## config.mk

```make
export PLATFORM = sky130hd
export DESIGN_NAME = irq_accept
export DESIGN_NICKNAME = d
export VERILOG_FILES = /design/src/irq_accept_pkg.sv /design/src/irq_accept.sv
export VERILOG_INCLUDE_DIRS = /design/src
export SDC_FILE = /design/constraint.sdc
export NUM_CORES = 1
export LEC_CHECK = 0
export BUFFER_PORTS_ARGS = -buffer_cell sky130_fd_sc_hd__buf_2
export CAP_MARGIN = 10
export CORE_ASPECT_RATIO = 0.8
export CORE_MARGIN = 4
export CORE_UTILIZATION = 51
export DETAILED_ROUTE_END_ITERATION = 8
export PLACE_DENSITY = 0.92
export SLEW_MARGIN = 20
export SYNTH_ARGS = -nofsm -noshare
export SYNTH_HDL_FRONTEND = slang
export SYNTH_SLANG_ARGS = --single-unit
export TNS_END_PERCENT = 20
```

## constraint.sdc

```tcl
create_clock -name CLOCK_I -period 2.75 [get_ports CLOCK_I]
set_input_delay 0.275 -clock CLOCK_I [delete_from_list [all_inputs] [get_ports CLOCK_I]]
set_output_delay 0.275 -clock CLOCK_I [all_outputs]
set_load 0.03 [all_outputs]
```

## src/irq_accept_params.svh

```systemverilog
// constants for the maskable interrupt acceptance block
`ifndef IRQ_ACCEPT_PARAMS_SVH
`define IRQ_ACCEPT_PARAMS_SVH

// ----------------------------------------------------------------
// register byte offsets on the avalon slave
// ----------------------------------------------------------------
`define IRQ_OFS_REQ   4'h0
`define IRQ_OFS_MASK  4'h4
`define IRQ_OFS_LEVEL 4'h8
`define IRQ_OFS_SW    4'hc

// ----------------------------------------------------------------
// reset values and status word fields
// ----------------------------------------------------------------
`define IRQ_RST_REQ   8'h00
`define IRQ_RST_MASK  8'hff
`define IRQ_RST_LEVEL 8'hff
`define IRQ_RST_SW    8'h02
`define IRQ_SW_IE     7
`define IRQ_SW_ISP    1

// ----------------------------------------------------------------
// vectors and acceptance timing in cpu clocks
// ----------------------------------------------------------------
`define IRQ_VEC_BASE  16'h0004
`define IRQ_VEC_TRAP  16'h003e
`define IRQ_LAT_HI    4'h7
`define IRQ_LAT_LO    4'h8
`define IRQ_CNT_ONE   4'h1

`endif

```

## src/irq_accept_pkg.sv

```systemverilog
// types shared by the interrupt acceptance block and its neighbours
package irq_accept_pkg;

  // ----------------------------------------------------------------
  // instruction kinds reported by the sequencer
  // ----------------------------------------------------------------
  typedef enum logic [2:0] {
    OP_PLAIN      = 3'h0,
    OP_UNMASK_ALL = 3'h1,
    OP_MASK_ALL   = 3'h2,
    OP_IRQ_RETURN = 3'h3,
    OP_TRAP_RET   = 3'h4,
    OP_TRAP       = 3'h5
  } cpu_op_t;

  // one completed instruction from the sequencer
  typedef struct packed {
    logic        done;
    logic        hold;
    cpu_op_t     op;
    logic [15:0] pc;
    logic [7:0]  ret_sw;
  } cpu_step_t;

  // stack write towards the sequencer
  typedef struct packed {
    logic        push;
    logic        is_pc;
    logic [15:0] data;
  } stack_req_t;

  // branch request towards the sequencer
  typedef struct packed {
    logic        load;
    logic        trap;
    logic [15:0] addr;
  } vector_req_t;

  // acceptance sequencer states, one-hot
  typedef enum logic [4:0] {
    ST_IDLE    = 5'b00001,
    ST_PUSH_SW = 5'b00010,
    ST_PUSH_PC = 5'b00100,
    ST_WAIT    = 5'b01000,
    ST_VECTOR  = 5'b10000
  } acc_state_t;

endpackage

```

## src/irq_accept.sv

```systemverilog
// maskable and software interrupt acceptance with avalon register slave
//
// Operation
// - a request qualifies only with its request flag set and mask clear
// - maskable requests are taken only while global enable is set
// - while in-service priority is 0, low-level requests are refused
// - request to vector takes 7..32 clocks high level, 8..33 low level
// - a divide in progress may stretch the acceptance latency
// - among simultaneous requests, the higher programmed level wins
// - among equal levels, the lowest source index wins
// - a refused request stays pending and is taken once conditions hold
// - accept pushes status then pc, clears enable, copies level to in-service
// - after stacking the pc loads the source's vector entry
// - irq return ends maskable servicing
// - trap always raises a software interrupt, enable and masks ignored
// - trap pushes status then pc, clears enable, vectors to 003eh
// - with enable set, equal or higher level nests, lower is refused
// - pending requests wait for return plus one main instruction
// - in-service 0 means high-level servicing, 1 idle or low-level
// - level select 0 is the high level, 1 the low level
// - after status, enable, return or flag-register access, wait one instruction
// - trap is no hold op but its enable clear blocks maskable requests
// - level select never affects how request flags are set
// - reset loads the status word with 02h
// - reset loads all level selects with ffh
//
// Chosen here: the Avalon-MM interface to the registers and the address map.
`timescale 1ns/1ps
`include "irq_accept_params.svh"

module irq_accept #(
  parameter int N_SRC = 8
) (
  // clock and reset
  input  wire logic                        CLOCK_I,
  input  wire logic                        SRST_I,
  // avalon-mm slave
  input  wire logic [3:0]                  AVS_ADDRESS_I,
  input  wire logic                        AVS_READ_I,
  input  wire logic                        AVS_WRITE_I,
  input  wire logic [31:0]                 AVS_WRITEDATA_I,
  input  wire logic [3:0]                  AVS_BYTEENABLE_I,
  output logic [31:0]                      AVS_READDATA_O,
  output logic                             AVS_WAITREQUEST_O,
  // peripheral request pulses
  input  wire logic [N_SRC-1:0]            IRQ_SRC_I,
  // instruction sequencer
  input  wire irq_accept_pkg::cpu_step_t   STEP_I,
  output logic                             CPU_STALL_O,
  output irq_accept_pkg::stack_req_t       STACK_O,
  output irq_accept_pkg::vector_req_t      VECTOR_O,
  // status word for the core
  output logic [7:0]                       STATUS_WORD_O
);
  import irq_accept_pkg::*;

  localparam int IW = (N_SRC > 1) ? $clog2(N_SRC) : 1;

  // ----------------------------------------------------------------
  // declarations
  // ----------------------------------------------------------------
  logic [N_SRC-1:0] req_reg, mask_reg, lvl_reg;
  logic [7:0]       sw_reg;
  acc_state_t       state_reg, state_next;
  logic [3:0]       cnt_reg, lat_reg;
  logic [15:0]      pc_saved_reg, stk_data_reg, vec_addr_reg;
  logic             trap_svc_reg, bus_hold_reg, ack_reg;
  logic [31:0]      rdata_reg;
  logic [N_SRC-1:0] cand, elig, elig_hi, pick;
  logic [IW-1:0]    take_idx;
  logic             idle, blocked, take_irq, take_trap, bus_req;
  logic             wr_req, wr_mask, wr_lvl, wr_sw;

  // lowest set index is the highest default priority
  function automatic logic [IW-1:0] first_set(input logic [N_SRC-1:0] v);
    logic [IW-1:0] r;
    r = '0;
    for (int i = N_SRC - 1; i >= 0; i--) begin
      if (v[i]) begin
        r = IW'(i);
      end
    end
    return r;
  endfunction

  // register select decode, shared by reads and writes
  function automatic logic hit(input logic [3:0] a, input logic [3:0] ofs);
    return a == ofs;
  endfunction

  // ----------------------------------------------------------------
  // avalon slave: one wait state, registered read data
  // ----------------------------------------------------------------
  assign bus_req           = AVS_READ_I | AVS_WRITE_I;
  assign AVS_WAITREQUEST_O = bus_req & ~ack_reg;
  assign AVS_READDATA_O    = rdata_reg;

  // write strobes fire on the one edge where waitrequest is low
  assign wr_req  = AVS_WRITE_I & ack_reg & AVS_BYTEENABLE_I[0] & hit(AVS_ADDRESS_I, `IRQ_OFS_REQ);
  assign wr_mask = AVS_WRITE_I & ack_reg & AVS_BYTEENABLE_I[0] & hit(AVS_ADDRESS_I, `IRQ_OFS_MASK);
  assign wr_lvl  = AVS_WRITE_I & ack_reg & AVS_BYTEENABLE_I[0] & hit(AVS_ADDRESS_I, `IRQ_OFS_LEVEL);
  assign wr_sw   = AVS_WRITE_I & ack_reg & AVS_BYTEENABLE_I[0] & hit(AVS_ADDRESS_I, `IRQ_OFS_SW);

  // acknowledge toggles so back-to-back requests each wait once
  always_ff @(posedge CLOCK_I) begin
    if (SRST_I) begin
      ack_reg <= 1'b0;
    end else begin
      ack_reg <= bus_req & ~ack_reg;
    end
  end

  // read mux, unmapped offsets read as zero
  always_ff @(posedge CLOCK_I) begin
    if (SRST_I) begin
      rdata_reg <= 32'h0000_0000;
    end else if (AVS_READ_I & ~ack_reg) begin
      rdata_reg <= 32'h0000_0000;
      if (hit(AVS_ADDRESS_I, `IRQ_OFS_REQ))   rdata_reg[N_SRC-1:0] <= req_reg;
      if (hit(AVS_ADDRESS_I, `IRQ_OFS_MASK))  rdata_reg[N_SRC-1:0] <= mask_reg;
      if (hit(AVS_ADDRESS_I, `IRQ_OFS_LEVEL)) rdata_reg[N_SRC-1:0] <= lvl_reg;
      if (hit(AVS_ADDRESS_I, `IRQ_OFS_SW))    rdata_reg[7:0] <= sw_reg;
    end
  end

  // any access to the flag registers or status word defers acceptance
  always_ff @(posedge CLOCK_I) begin
    if (SRST_I) begin
      bus_hold_reg <= 1'b0;
    end else if (bus_req & ack_reg) begin
      bus_hold_reg <= 1'b1;
    end else if (STEP_I.done) begin
      bus_hold_reg <= 1'b0;
    end
  end

  // ----------------------------------------------------------------
  // request, mask and level flags
  // ----------------------------------------------------------------
  // a peripheral pulse beats a software clear in the same cycle
  always_ff @(posedge CLOCK_I) begin
    if (SRST_I) begin
      req_reg <= N_SRC'(`IRQ_RST_REQ);
    end else begin
      for (int i = 0; i < N_SRC; i++) begin
        if (IRQ_SRC_I[i]) begin
          req_reg[i] <= 1'b1;
        end else if (take_irq && take_idx == IW'(i)) begin
          req_reg[i] <= 1'b0;
        end else if (wr_req) begin
          req_reg[i] <= AVS_WRITEDATA_I[i];
        end
      end
    end
  end

  // masks start closed so nothing fires before software is ready
  always_ff @(posedge CLOCK_I) begin
    if (SRST_I) begin
      mask_reg <= N_SRC'(`IRQ_RST_MASK);
    end else if (wr_mask) begin
      mask_reg <= AVS_WRITEDATA_I[N_SRC-1:0];
    end
  end

  // level selects, 0 high and 1 low
  always_ff @(posedge CLOCK_I) begin
    if (SRST_I) begin
      lvl_reg <= N_SRC'(`IRQ_RST_LEVEL);
    end else if (wr_lvl) begin
      lvl_reg <= AVS_WRITEDATA_I[N_SRC-1:0];
    end
  end

  // ----------------------------------------------------------------
  // selection of the request to take
  // ----------------------------------------------------------------
  always_comb begin
    cand    = req_reg & ~mask_reg;
    // in-service 0 admits only high-level nests
    elig    = sw_reg[`IRQ_SW_ISP] ? cand : (cand & ~lvl_reg);
    elig_hi = elig & ~lvl_reg;
    pick    = (|elig_hi) ? elig_hi : elig;
    take_idx = first_set(pick);
  end

  assign idle = (state_reg == ST_IDLE);
  // a hold op or a deferred bus access blocks this boundary only
  assign blocked = bus_hold_reg | STEP_I.hold | (STEP_I.op == OP_UNMASK_ALL) |
                   (STEP_I.op == OP_MASK_ALL) | (STEP_I.op == OP_IRQ_RETURN) |
                   (STEP_I.op == OP_TRAP_RET);
  // trap is not a hold op, it simply takes this boundary itself
  assign take_trap = idle & STEP_I.done & (STEP_I.op == OP_TRAP);
  // only instruction ends are boundaries, so a long divide delays us
  assign take_irq  = idle & STEP_I.done & ~blocked & (STEP_I.op != OP_TRAP) &
                     sw_reg[`IRQ_SW_IE] & (|pick);

  // ----------------------------------------------------------------
  // status word
  // ----------------------------------------------------------------
  // sequencer ops take precedence over a register write in the same cycle
  always_ff @(posedge CLOCK_I) begin
    if (SRST_I) begin
      sw_reg <= `IRQ_RST_SW;
    end else if (take_irq) begin
      sw_reg[`IRQ_SW_IE]  <= 1'b0;
      sw_reg[`IRQ_SW_ISP] <= lvl_reg[take_idx];
    end else if (take_trap) begin
      sw_reg[`IRQ_SW_IE]  <= 1'b0;
    end else if (STEP_I.done && idle &&
                 (STEP_I.op == OP_IRQ_RETURN || STEP_I.op == OP_TRAP_RET)) begin
      sw_reg <= STEP_I.ret_sw;
    end else if (STEP_I.done && idle && STEP_I.op == OP_UNMASK_ALL) begin
      sw_reg[`IRQ_SW_IE] <= 1'b1;
    end else if (STEP_I.done && idle && STEP_I.op == OP_MASK_ALL) begin
      sw_reg[`IRQ_SW_IE] <= 1'b0;
    end else if (wr_sw) begin
      sw_reg <= AVS_WRITEDATA_I[7:0];
    end
  end

  assign STATUS_WORD_O = sw_reg;

  // ----------------------------------------------------------------
  // acceptance sequencer
  // ----------------------------------------------------------------
  always_comb begin
    state_next = state_reg;
    unique case (state_reg)
      ST_IDLE: begin
        if (take_irq | take_trap) state_next = ST_PUSH_SW;
      end
      ST_PUSH_SW: begin
        state_next = ST_PUSH_PC;
      end
      ST_PUSH_PC: begin
        state_next = ST_WAIT;
      end
      ST_WAIT: begin
        // padding keeps the documented minimum latency
        if (cnt_reg == lat_reg - `IRQ_CNT_ONE) state_next = ST_VECTOR;
      end
      ST_VECTOR: begin
        state_next = ST_IDLE;
      end
      default: begin
        state_next = ST_IDLE;
      end
    endcase
  end

  always_ff @(posedge CLOCK_I) begin
    if (SRST_I) begin
      state_reg <= ST_IDLE;
    end else begin
      state_reg <= state_next;
    end
  end

  // cycle counter and latency target; low level costs one clock more
  always_ff @(posedge CLOCK_I) begin
    if (SRST_I) begin
      cnt_reg <= 4'h0;
      lat_reg <= `IRQ_LAT_HI;
    end else if (take_irq | take_trap) begin
      cnt_reg <= `IRQ_CNT_ONE;
      lat_reg <= (take_irq && lvl_reg[take_idx]) ? `IRQ_LAT_LO : `IRQ_LAT_HI;
    end else if (!idle) begin
      cnt_reg <= cnt_reg + `IRQ_CNT_ONE;
    end
  end

  // stack data: old status word first, then the return pc
  always_ff @(posedge CLOCK_I) begin
    if (SRST_I) begin
      stk_data_reg <= 16'h0000;
      pc_saved_reg <= 16'h0000;
    end else if (take_irq | take_trap) begin
      stk_data_reg <= {8'h00, sw_reg};
      pc_saved_reg <= STEP_I.pc;
    end else if (state_reg == ST_PUSH_SW) begin
      stk_data_reg <= pc_saved_reg;
    end
  end

  // vector chosen at accept time so later flag writes cannot move it
  always_ff @(posedge CLOCK_I) begin
    if (SRST_I) begin
      vec_addr_reg <= 16'h0000;
      trap_svc_reg <= 1'b0;
    end else if (take_trap) begin
      vec_addr_reg <= `IRQ_VEC_TRAP;
      trap_svc_reg <= 1'b1;
    end else if (take_irq) begin
      vec_addr_reg <= `IRQ_VEC_BASE + (16'(take_idx) << 1);
      trap_svc_reg <= 1'b0;
    end
  end

  assign CPU_STALL_O   = ~idle;
  assign STACK_O.push  = (state_reg == ST_PUSH_SW) | (state_reg == ST_PUSH_PC);
  assign STACK_O.is_pc = (state_reg == ST_PUSH_PC);
  assign STACK_O.data  = stk_data_reg;
  assign VECTOR_O.load = (state_reg == ST_VECTOR);
  assign VECTOR_O.trap = trap_svc_reg;
  assign VECTOR_O.addr = vec_addr_reg;
endmodule

```

Word level (Yosys, flattened, before mapping)
Index checks and enable logic that the tools add are counted.
Word-level totals
  memory bits (writable): 0
  flip-flop bits (word level): 94
  logic and storage cells: 192
  memories: 0
  latch bits: 0
  bits in read-only memories: 0
Cells by class
  equal/unequal tests: 29
  bitwise gates (word level): 33
  shift-type cells: 0
  divide/modulo/power cells: 0
  muxes and demuxes: 62
  reductions and logical operators: 38
  multiply operators: 0
  $lt $le $gt $ge: 1
  add/subtract/negate cells: 3
Operators with widths (number)
  8-bit 2-to-1 mux: 10
  1-bit 2-to-1 mux: 34
  3-bit nonzero test: 9
  8-bit AND: 3
  3-bit 2-to-1 mux: 8
  5-bit one-hot mux with 4 select lines: 1
  3-bit equality test, second input constant: 6
  8-bit NOT: 2
  8-bit OR reduction: 2
  1-bit AND: 15
  7-bit 2-to-1 mux: 2
  1-bit logical AND: 13
  3-bit by 2-bit equality test with 1-bit output, second input constant: 4
  6-bit 2-to-1 mux: 2
  5-bit 2-to-1 mux: 2
  3-bit != test, second input constant: 3
  4-bit equality test, second input constant: 2
  2-bit != test, second input constant: 4
  1-bit OR: 8
  2-bit nonzero test: 4
  3-bit by 1-bit equality test with 1-bit output, second input constant: 2
  3-bit by 4-bit adder with 5-bit output, first input constant: 1
  5-bit by 1-bit equality test with 1-bit output, second input constant: 1
  5-bit by 2-bit equality test with 1-bit output, second input constant: 1
  22 further kinds: 27

Longest topological paths before layout
Gate-level depths: netlist of run 1.
  depth in word-level cells: 19
  gate-level depth with buffers: 10
  depth with buffers taken out: 9

Worst setup path after synthesis of run 1
OpenSTA, ideal clock, no wires.
  path type: flip-flop to flip-flop
  from: register sw_reg[1] (netlist: STATUS_WORD_O[1])
  to: register sw_reg[1] (netlist: STATUS_WORD_O[1])
  buffers on the path: 0
  cell stages (with the launch flop): 9
  clock period less this slack: 2.654 ns
  arrival time: 2.512 ns
  path slack: 0.096 ns
  data required time: 2.608 ns
  path through: dfxtp_1 -> inv_1 -> nor3_2 -> nand3_1 -> a2111oi_2 -> nor2_1 -> mux2_4 -> a2111oi_2 -> a41oi_1
On the way
  word-level cells in the longest chain between the ends: 15
  elaborated cells on any way between the ends: 22
  classes of those cells: eq/ne: 3; mux: 13; bitwise: 2; reduce/logical: 4
Ends and longest elaborated chain
  from (decl): RTL line irq_accept.sv:63  | logic [7:0] sw_reg;
  from (signal assigned): RTL line irq_accept.sv:204  | sw_reg <= `IRQ_RST_SW;
  from (signal, indexed assignment): RTL line irq_accept.sv:207  | sw_reg[`IRQ_SW_ISP] <= lvl_reg[take_idx];
  from (signal assigned): RTL line irq_accept.sv:212  | sw_reg <= STEP_I.ret_sw;
  8-bit 2-to-1 mux (*): RTL line irq_accept.sv:181  | elig = sw_reg[`IRQ_SW_ISP] ? cand : (cand & ~lvl_reg);
  8-bit AND: RTL line irq_accept.sv:182  | elig_hi = elig & ~lvl_reg;
  8-bit OR reduction: RTL line irq_accept.sv:183  | pick = (|elig_hi) ? elig_hi : elig;
  8-bit 2-to-1 mux (*): RTL line irq_accept.sv:183
  3-bit 2-to-1 mux (8 in a row): RTL line irq_accept.sv:79  | if (v[i]) begin
  1-bit binary-select mux with 3-bit select: RTL line irq_accept.sv:207
  1-bit 2-to-1 mux (implied by the code): RTL line irq_accept.sv:207
  1-bit 2-to-1 mux: RTL line irq_accept.sv:205  | end else if (take_irq) begin
Mark *: on every way between the ends. The rest lies on a longest branch, timed or not. The select of a mux whose other input is x is not followed.
A chain may end at the register's enable or synchronous reset.

Worst setup path in the final report of run 1
  from: register lvl_reg[7]
  to: register stk_data_reg[1]
On the way
  word-level cells in the longest chain between the ends: 10
  elaborated cells on any way between the ends: 11
  classes of those cells: mux: 3; bitwise: 5; reduce/logical: 3
Ends and longest elaborated chain
  from (decl): RTL line irq_accept.sv:62  | logic [N_SRC-1:0] req_reg, mask_reg, lvl_reg;
  from (signal assigned): RTL line irq_accept.sv:169  | lvl_reg <= N_SRC'(`IRQ_RST_LEVEL);
  from (signal assigned): RTL line irq_accept.sv:171  | lvl_reg <= AVS_WRITEDATA_I[N_SRC-1:0];
  8-bit NOT (*): RTL line irq_accept.sv:181, irq_accept.sv:182
  8-bit AND: RTL line irq_accept.sv:181
  8-bit 2-to-1 mux: RTL line irq_accept.sv:181
  8-bit AND: RTL line irq_accept.sv:182
  8-bit OR reduction: RTL line irq_accept.sv:183
  8-bit 2-to-1 mux (*): RTL line irq_accept.sv:183
  8-bit OR reduction (*): RTL line irq_accept.sv:196  | sw_reg[`IRQ_SW_IE] & (|pick);
  1-bit AND (*): RTL line irq_accept.sv:195  | assign take_irq = idle & STEP_I.done & ~blocked & (STEP_I.op != OP_TRAP) &
  1-bit OR (*): RTL line irq_accept.sv:278  | end else if (take_irq | take_trap) begin
  8-bit 2-to-1 mux or 2-bit nonzero test (tied branches)
  to (signal assigned): RTL line irq_accept.sv:279  | stk_data_reg <= {8'h00, sw_reg};
  to (signal assigned): RTL line irq_accept.sv:282  | stk_data_reg <= pc_saved_reg;
  to (decl): RTL line irq_accept.sv:66  | logic [15:0] pc_saved_reg, stk_data_reg, vec_addr_reg;
Mark *: on every way between the ends. The rest lies on a longest branch, timed or not.

==> summary.md, run 1 <==
| Metric | Value |
|---|---|
| Worst r2r src | `lvl_reg[7]$_SDFFE_PP1P_` |
| Area growth from synthesis to layout | `28.17%` |
| Post-route setup slack | `0.02057 ns` |
| Clock sink total | `90` |
| Final Routed Wirelength | `14920 µm` |
| DRT antenna net count | `0` |
| Ys flop type | `dfxtp_1` |
| Worst hold endpoint | `req_reg[2]$_SDFFE_PP0P_` |
| CP required | `3.00 ns` |
| Mapped Area | `0.004771 mm²` |
| Vias after detailed routing | `4685` |
| Finished Cell Area | `0.006115 mm²` |
| Endpoint class of the critical path | `flop` |
| Placed Instances | `777` |
| R2R Path End | `stk_data_reg[1]$_SDFFE_PP0P_` |
| Reg2reg path depth | `10` |
| Non-Filler Instances | `803` |
| CTS tree | `done` |
| Critical path class | `flop to flop` |
| EDFF count, synth | `0` |
| Fin crit period | `2.729 ns` |
| GR Util All Layers | `0.2632` |
| RSZ-0062 raised after global routing | `yes` |
| First-pass GRT wire length | `22480 µm` |
| Worst vdd ir | `0.3531 mV` |
| Core Area | `0.009076 mm²` |
| Final period util | `0.9925` |
| Worst Max-Slew Pin Slew | `0.8237 ns` |
| CTS Buffer Depth | `2` |
| Post-synthesis async set-or-reset flop share | `0` |
| Syn. warnings | `0` |
| Routed WL per cell | `18.59 µm` |
| Count of final hold-check violations | `0` |
| Hold Path Class | `input port to flop` |
| Fmax | `366.4 MHz` |
| Die height | `94.51 µm` |
| Hold Startpoint | `IRQ_SRC_I[2]` |
| Main area contributors after synthesis | `dfxtp_1 38%, mux2i_1 9.4%, buf_4 6.1%` |
| Sequential area share after synthesis | `0.3777` |
| Hpwl dp | `10770 µm` |
| GR Overflow Total | `0` |
| Cells after Synth | `542` |
| RePlAce Congestion | `0.9135` |
| Max Cap Viol | `0` |
| Initial Utilization | `0.5256` |
| Die W | `116.1 µm` |
| DR iter-0 viols | `500` |
| Setup violators final | `0` |
| Dpl ws | `-0.08898 ns` |
| Critical Path Start Type | `flop` |
| Clock root cell | `clkbuf_16` |
| Worst rel slew slack | `0.4466` |
| Vias per cell | `5.834` |
| Initial antenna violation count | `0` |
| Largest net degree at the start of global routing | `58` |
| WHS Path Cells | `3` |
| Worst path arrival time | `2.98 ns` |
| Layout cells sized above 1 | `0.3314` |
| Syn_area_per_cell | `8.802 µm²` |
| Setup slack, reg-to-reg | `0.02 ns` |
| Top-Level Pins | `159` |
| Post-layout util | `0.6737` |
| Critical path fanouts, max | `26` |
| Vias in the first global route | `4416` |
| Cell variety after synth | `67` |
| Nets@finish | `766` |
| ANT cells | `0` |
| Rows | `31` |
| DR pass1 iterations | `5` |
| IO buf count | `96` |
| Seq cells post-synth | `90` |
| Pwr dens | `517.5 mW/mm²` |
| Outcome | `finished clean` |
| Clock transition at the registers of the reported paths | `0.07 ns` |
| Fin. max-slew vios | `0` |
| # DRC | `0` |
| Synth area leader | `dfxtp_1` |
| Die area | `0.01098 mm²` |
| CTS H-Tree Depth | `3` |
| Inserted Clock Buffers | `9` |
| DP Area | `0.005563 mm²` |
| Top cell type's share of synthesized area | `0.3777` |
| Worst-Skew Late Latency | `0.35 ns` |
| Leakage | `2.944 nW` |
| Worst Skew | `0.009159 ns` |
==> worst max-delay path by stage <==
stage | startpoint | to | slack (ns) | cells past startpoint
after global placement | req_reg[4]$_SDFFE_PP0P_ | lat_reg[3]$_SDFFE_PP0N_ | -0.001 | 8
after detailed placement | lvl_reg[4]$_SDFFE_PP1P_ | stk_data_reg[12]$_SDFFE_PP0P_ | -0.09 | 10
after floorplan | STATUS_WORD_O[1]$_SDFFE_PP1P_ | STATUS_WORD_O[1]$_SDFFE_PP1P_ | 0.1 | 8
final | lvl_reg[7]$_SDFFE_PP1P_ | stk_data_reg[1]$_SDFFE_PP0P_ | 0.02 | 10
after CTS | req_reg[5]$_SDFFE_PP0P_ | stk_data_reg[12]$_SDFFE_PP0P_ | -0.005 | 10
after global routing | req_reg[7]$_SDFFE_PP0P_ | STATUS_WORD_O[1]$_SDFFE_PP1P_ | -0.09 | 10
==> Yosys cell counts (all sizes together), types with 2 or more instances <==
cell and instances:
mux2i 45, nand3b 3, xnor2 2, mux2 4, xor2 4, a221oi 2, buf 48, or4 2
and3 2, nand4 7, nor2 66, clkbuf 15, a31o 4, dfxtp 90, nand2 70, o31ai 2
nor4 2, inv 9, ha 2, a41oi 2, and2 2, a2111oi 2, nor2b 3, nor3 14
nand2b 5, a211oi 19, a31oi 5, mux4 8, a21boi 2, nand3 7, a22oi 8, a21oi 38
o21ai 10, nor4b 4, and4 3, nor3b 9, or2 4
==> cell type report <==
type                       instances  area [µm²]
fill                             689        2962
multi-input combinational        413        2808
sequential                        90        1803
timing repair buffer             159       998.5
clock buffer                       9       225.2
tap                              115       143.9
clock inverter                     7       98.84
inverter                          10       37.54
==> cells by family after synthesis <==
| group | count (synthesis) | synth area share |
|---|---|---|
| AO/OA/AOI/OAI | 105 | 0.1529 |
| XOR/XNOR | 6 | 0.01101 |
| adder cells (fa/ha/maj) | 2 | 0.005244 |
| buffers and inverters | 73 | 0.09074 |
| flip-flops | 90 | 0.3777 |
| multiplexers | 57 | 0.1424 |
| other | 1 | 0.0007860 |
| AND/OR/NAND/NOR | 208 | 0.2193 |
==> what timing repair did <==
item | 4_1_cts | 5_1_grt
hold buffers | 0 | 0
gates cloned | 0 | 1
resized for setup | 3 | 26
pin swaps | 1 | 8
setup buffers | 0 | 9
endpoints found under the setup margin | 27 | 50
hold endpoints to repair | 0 | 0
==> placed cells by master (no fill, tap or decap), drive strengths merged, types with 7 or more instances in the layout <==
master and instances:
a211oi 19, nand4 7, nand2 70, nor3b 9, a21oi 38, inv 11, nor3 14, a22oi 8
nor2 66, nand3 7, clkbuf 9, dfxtp 90, mux4 8, buf 158, conb 35, o21ai 10
mux2i 45
==> worst max-delay path, cell delays in order (launching register included) <==
cell and delay, ns:
dfxtp_1 0.35, nor3b_2 0.21, buf_4 0.19, nor4b_1 0.06, a31o_2 0.30, a211o_1 0.30, o41ai_4 0.41, and2_4 0.27
buf_12 0.18, nor2_1 0.09, a211oi_2 0.26
==> metal layers <==
layer  GRT usage  up-vias  wire length, µm
li1            -     2152                -
met1      0.3443     2211             6028
met2      0.4315      281             7082
met3     0.04933       41             1405
met4      0.1024        0              407
met5           0        -                0
==> stage by stage <==
stage,power (mW),setup TNS [ns],hold slack (ns)
after floorplan,1.717,0,0.3795
after global placement,1.810,-0.001187,0.4376
after detailed placement,1.829,-0.5766,0.4452
after CTS,3.150,-0.004808,0.1365
after global routing,3.252,-0.1172,0.1494
final,3.164,0,0.1368
==> power breakdown <==
group | internal, mW | total [mW] | switching (mW)
combinational | 0.151 | 0.441 | 0.290
sequential | 1.34 | 1.38 | 0.0369
clock | 0.802 | 1.34 | 0.541
total | 2.30 | 3.16 | 0.868
(Power assumes the default switching activity.)
==> inputs of run 2 (changes only) <==
CORE_UTILIZATION = 55   (was 51)
PLACE_DENSITY = 0.95   (was 0.92)
clock period = 3.4 ns   (was 2.75 ns; I/O delays follow)
==> summary.md, run 2 (same netlist as run 1, synthesis figures left out) <==
| Metric | Value |
|---|---|
| Outcome | `finished clean` |
| Vias after detailed routing | `4362 (-6.9%)` |
| Critical Path Start Type | `flop` |
| Pwr dens | `403.7 mW/mm² (-22%)` |
| Setup slack, reg-to-reg | `0.22 ns (+0.20 ns)` |
| Leakage | `2.550 nW (-13%)` |
| CTS Buffer Depth | `2 (unchanged)` |
| Dpl ws | `0.3072 ns (+0.3962 ns)` |
| Die height | `91.30 µm (-3.4%)` |
| Fin crit period | `3.177 ns (+0.4477 ns)` |
| DR iter-0 viols | `464 (-7.2%)` |
| Worst hold endpoint | `req_reg[7]$_SDFFE_PP0P_` |
| Finished Cell Area | `0.005399 mm² (-12%)` |
| Core Area | `0.008483 mm² (-6.5%)` |
| CTS H-Tree Depth | `3 (unchanged)` |
| Multi-input logic area | `0.002673 mm² (-4.8%)` |
| Most frequent cells in the layout | `96 x buf_2, 90 x dfxtp_1, 69 x nand2_1` |
| Vias per cell | `5.863 (+0.49%)` |
| Largest net degree at the start of global routing | `58 (unchanged)` |
| Worst path arrival time | `3.46 ns (+0.48 ns)` |
| # DRC | `0 (unchanged)` |
| Layout cells sized above 1 | `0.2453 (-0.08614)` |
| Hpwl dp | `9851 µm (-8.5%)` |
| Top-Level Pins | `159 (unchanged)` |
| Post-layout util | `0.6364 (-0.03727)` |
| Count of final hold-check violations | `0 (unchanged)` |
| Rows | `30 (-3.2%)` |
| Fin. max-slew vios | `0 (unchanged)` |
| Worst Max-Slew Pin Slew | `0.8079 ns (-0.01585 ns)` |
| Hold Path Class | `input port to flop` |
| Nets@finish | `711 (-7.2%)` |
| Endpoint class of the critical path | `flop` |
| Final period util | `0.9344 (-0.05808)` |
| Worst Skew | `0.01450 ns (+0.005344 ns)` |
| CTS tree | `done` |
| Critical path class | `flop to flop` |
| Vias in the first global route | `4257 (-3.6%)` |
| Area growth from synthesis to layout | `13.17%` |
| Most common cell after layout, fill and taps aside | `buf_2` |
| Max Cap Viol | `0 (unchanged)` |
| Reg area | `0.001802 mm² (about the same)` |
| R2R Path End | `STATUS_WORD_O[4]$_SDFFE_PP0P_` |
| DP Area | `0.005196 mm² (-6.6%)` |
| Worst vdd ir | `0.2165 mV (-39%)` |
| Worst-Skew Late Latency | `0.38 ns (+0.03 ns)` |
| CP required | `3.68 ns (+0.68 ns)` |
| Die W | `112.1 µm (-3.4%)` |
| Initial Utilization | `0.5624 (+0.03675)` |
| Hold Startpoint | `IRQ_SRC_I[7]` |
| Critical path fanouts, max | `12 (-54%)` |
| Initial antenna violation count | `0 (unchanged)` |
| Inserted Clock Buffers | `9 (unchanged)` |
| Routed WL per cell | `18.17 µm (-2.2%)` |
| Fin Setup TNS | `0 ns (unchanged)` |
| IO buf count | `96 (unchanged)` |
| GR Overflow Total | `0 (unchanged)` |
| Clock root cell | `clkbuf_8` |
| Final Routed Wirelength | `13520 µm (-9.4%)` |
| DR pass1 iterations | `7 (+2)` |
| First-pass GRT wire length | `21260 µm (-5.4%)` |
| Worst r2r src | `req_reg[7]$_SDFFE_PP0P_` |
| Fmax | `314.8 MHz (-14%)` |
| Filler Cells Inserted | `705 (+2.3%)` |
| Setup violators final | `0 (unchanged)` |
| DRT antenna net count | `0 (unchanged)` |
| RSZ-0062 raised after global routing | `no` |
| GR Util All Layers | `0.2588 (-0.004410)` |
| WHS Path Cells | `3 (unchanged)` |
| ANT cells | `0 (unchanged)` |
| Clock transition at the registers of the reported paths | `0.09 ns (+0.02 ns)` |
| Clock sink total | `90 (unchanged)` |
| RePlAce Congestion | `0.9705 (+6.2%)` |
| Post-route setup slack | `0.2229 ns (+0.2023 ns)` |
| Reg2reg path depth | `9 (-1)` |
| Crit path from | `req_reg[7]$_SDFFE_PP0P_` |
| Worst rel slew slack | `0.4573 (+0.01065)` |
| Die area | `0.01024 mm² (-6.7%)` |
[run 2: metrics by stage]
step                power, mW  hold WS [ns]  instances
floorplan               1.389        0.4312        576
global placement        1.447        0.4377        729
detailed placement      1.458        0.4461        729
CTS                     2.180        0.1735        744
global route            2.253        0.1918        744
finish                  2.179        0.1795        744
[run 2: cell type report]
type                            instances  area share
Clock inverter                          4    0.009733
Clock buffer                           11     0.02619
Multi-Input combinational cell        413      0.4950
Sequential cell                        90      0.3337
Timing Repair Buffer                  104      0.1024
Inverter                               10    0.006952
Tap cell                              112     0.02596
[run 2: worst max path at each step]
| stage | slack, ns | end |
|---|---|---|
| floorplan | 0.75 | STATUS_WORD_O[1]$_SDFFE_PP1P_ |
| global placement | 0.34 | STATUS_WORD_O[7]$_SDFFE_PP0P_ |
| detailed placement | 0.31 | STATUS_WORD_O[7]$_SDFFE_PP0P_ |
| CTS | 0.26 | STATUS_WORD_O[7]$_SDFFE_PP0P_ |
| global route | 0.03 | pc_saved_reg[10]$_SDFFE_PP0N_ |
| finish | 0.22 | STATUS_WORD_O[4]$_SDFFE_PP0P_ |
[run 2: what timing repair did]
item / in CTS / in global routing
endpoints found under the setup margin: 0 / 1
setup buffers: 0 / 0
hold endpoints to repair: 0 / 0
gates resized for setup: 0 / 2
hold buffers: 0 / 0
[run 2: worst max-delay path, stage by stage, from the launching register on]
cell	delay (ns)
dfxtp_1	0.39
nor3b_2	0.50
nor4b_1	0.11
a31o_2	0.33
a211o_1	0.34
o41ai_2	0.40
buf_4	0.25
and2b_1	0.41
nor2_1	0.09
a211oi_1	0.25
[run 2: layer usage]
| layer | share of wire | vias to the layer above | global-route usage |
|---|---|---|---|
| met4 | 0.020 | 0 | 0.08108 |
| met1 | 0.40 | 2046 | 0.3353 |
| met5 | 0 | - | 0.02564 |
| met2 | 0.48 | 248 | 0.4271 |
| li1 | - | 2037 | - |
| met3 | 0.11 | 31 | 0.05863 |
[run 2: power by group]
part | switching (mW) | internal [mW]
registers | 0.0303 | 1.09
clock network | 0.380 | 0.358
logic | 0.222 | 0.104
total | 0.632 | 1.55
==> inputs of run 3 (changes only) <==
CORE_UTILIZATION = 42   (was 55)
CTS_CLUSTER_SIZE = 25   (was default)
PLACE_DENSITY = 0.79   (was 0.95)
clock period = 3.28 ns   (was 3.4 ns; I/O delays follow)
==> summary.md, run 3 (same netlist as run 1, synthesis figures left out) <==
| Metric | Value |
|---|---|
| Vias per cell | `5.439 (-7.2%)` |
| Setup violators final | `0 (unchanged)` |
| Die height | `103.3 µm (+13%)` |
| Worst rel slew slack | `0.4262 (-0.03106)` |
| DR pass1 iterations | `5 (-2)` |
| # DRC | `0 (unchanged)` |
| Worst path arrival time | `3.29 ns (-0.17 ns)` |
| Clock sink total | `90 (unchanged)` |
| Hold-fix buffers, CTS | `0 (unchanged)` |
| Seq pwr share | `0.482 (-0.030)` |
| Critical path class | `flop to flop` |
| Nets@finish | `719 (+1.1%)` |
| CTS tree | `done` |
| Post-CTS sizing | `0 (unchanged)` |
| Top-Level Pins | `159 (unchanged)` |
| Initial Utilization | `0.4347 (-0.1277)` |
| Clock root cell | `clkbuf_16` |
| Non-Filler Instances | `785 (+5.5%)` |
| IO buf count | `96 (unchanged)` |
| Fin. max-slew vios | `0 (unchanged)` |
| CTS Buffer Depth | `2 (unchanged)` |
| Rows | `34 (+13%)` |
| Fmax | `322.1 MHz (+2.3%)` |
| Worst-Skew Late Latency | `0.33 ns (-0.05 ns)` |
| Layout cells sized above 1 | `0.2516 (+0.006309)` |
| Inserted Clock Buffers | `9 (unchanged)` |
| Routed WL per cell | `17.08 µm (-6.0%)` |
| # Post-CTS Setup Buffers | `0 (unchanged)` |
| First-pass GRT wire length | `20920 µm (-1.6%)` |
| Placed Instances | `769 (+5.5%)` |
| Die W | `127.2 µm (+13%)` |
| Area growth from synthesis to layout | `16.47%` |
| Max Cap Viol | `0 (unchanged)` |
| Hold Path Class | `input port to flop` |
| Leakage | `2.609 nW (+2.3%)` |
| RSZ-0062 raised after global routing | `no` |
| Clk pwr share | `0.377 (+0.039)` |
| Slowest CP cell | `nor4_4` |
| RePlAce Congestion | `0.9523 (-1.9%)` |
| Worst Skew | `0.005658 ns (-0.008845 ns)` |
| GR Util All Layers | `0.2010 (-0.05782)` |
| Initial antenna violation count | `0 (unchanged)` |
| Largest net degree at the start of global routing | `58 (unchanged)` |
| Comb power frac | `0.141 (-0.009)` |
| DRT antenna net count | `0 (unchanged)` |
| Switch share | `0.2745 (-0.01571)` |
| Psw | `0.6596 mW (+4.3%)` |
| CP Cell Sequence | `nor3b_2 -> nor4_4 -> nand3_1 -> a2111oi_2 -> or2_2 -> mux2_2 -> a21boi_0 -> a41oi_1` |
| Most frequent cells in the layout | `96 x buf_2, 90 x dfxtp_1, 69 x nand2_1` |
| Count of final hold-check violations | `0 (unchanged)` |
| Final period util | `0.9464 (+0.01195)` |
| Critical Path Start Type | `flop` |
| Hpwl dp | `10250 µm (+4.0%)` |
| Worst vdd ir | `0.2490 mV (+15%)` |
| CP required | `3.46 ns (-0.22 ns)` |
| Most common cell after layout, fill and taps aside | `buf_2` |
| DR iter-0 viols | `276 (-41%)` |
| Fin Setup TNS | `0 ns (unchanged)` |
| GR Overflow Total | `0 (unchanged)` |
| Crit-path max cell delay | `0.57 ns (+0.07 ns)` |
| Clock transition at the registers of the reported paths | `0.06 ns (-0.03 ns)` |
| Vias after detailed routing | `4270 (-2.1%)` |
| Die area | `0.01314 mm² (+28%)` |
| Critical path fanouts, max | `10 (-2)` |
| Pwr dens | `432.5 mW/mm² (+7.1%)` |
| Fin crit period | `3.104 ns (-0.07293 ns)` |
| Vias in the first global route | `4028 (-5.4%)` |
| Endpoint class of the critical path | `flop` |
| Internal power | `1.744 mW (+13%)` |
| Outcome | `finished clean` |
| Worst Max-Slew Pin Slew | `0.8541 ns (+0.04624 ns)` |
| CTS H-Tree Depth | `3 (unchanged)` |
| Final Routed Wirelength | `13410 µm (-0.80%)` |
| Fin Hold WS | `0.1981 ns (+0.01865 ns)` |
| Core Area | `0.01098 mm² (+29%)` |
-- run 3: worst paths after layout --
| kind | from | endpoint | cells after the start | slack [ns] |
|---|---|---|---|---|
| min | IRQ_SRC_I[3] | req_reg[3]$_SDFFE_PP0P_ | 3 | 0.20 |
| max | req_reg[4]$_SDFFE_PP0P_ | lat_reg[3]$_SDFFE_PP0N_ | 8 | 0.18 |
| max reg2reg | req_reg[4]$_SDFFE_PP0P_ | lat_reg[3]$_SDFFE_PP0N_ | 8 | 0.18 |
| min reg2reg | pc_saved_reg[2]$_SDFFE_PP0N_ | pc_saved_reg[2]$_SDFFE_PP0N_ | 2 | 0.45 |
-- run 3: power by group through the flow --
stage,combinational [mW],sequential [mW],clock [mW]
5_1_grt,0.366,1.16,0.962
2_1_floorplan,0.236,1.20,0
4_1_cts,0.335,1.16,0.927
3_5_place_dp,0.334,1.18,0
3_3_place_gp,0.328,1.18,0
6_report,0.338,1.16,0.907
-- run 3: worst max-delay path, delay by kind of cell (launching register included) --
family           cells  cell delay [ns]
AND/OR/NAND/NOR      4             1.21
flip-flops           1             0.33
AO/OA/AOI/OAI        3             1.07
multiplexers         1             0.34
-- run 3: per-stage QoR --
step / utilization / cell area, µm² / power, mW / setup WS, ns
after global routing: 0.5060 / 5554 / 2.489 / 0.01017
final: 0.5063 / 5557 / 2.403 / 0.1758
after detailed placement: 0.4826 / 5296 / 1.515 / 0.1398
after floorplan: - / 4898 / 1.439 / 0.6257
after CTS: 0.5057 / 5550 / 2.419 / 0.1297
after global placement: 0.4826 / 5296 / 1.507 / 0.2167
-- run 3: layer usage --
metal  vias up  track usage  share of wire
met5         -            0              0
met2       184       0.3187           0.45
met3        16      0.04261          0.073
li1       2047            -              -
met1      2023       0.2787           0.46
met4         0      0.05936          0.014
-- run 3: layout make-up --
type                       instances  area, µm²
multi-input combinational        413       2668
sequential                        90       1802
clock inverter                     3      17.52
timing repair buffer             112      613.1
tap                              144      180.2
clock buffer                      12      236.5
fill                            1054       5419
antenna                            1      2.502
inverter                          10      37.54
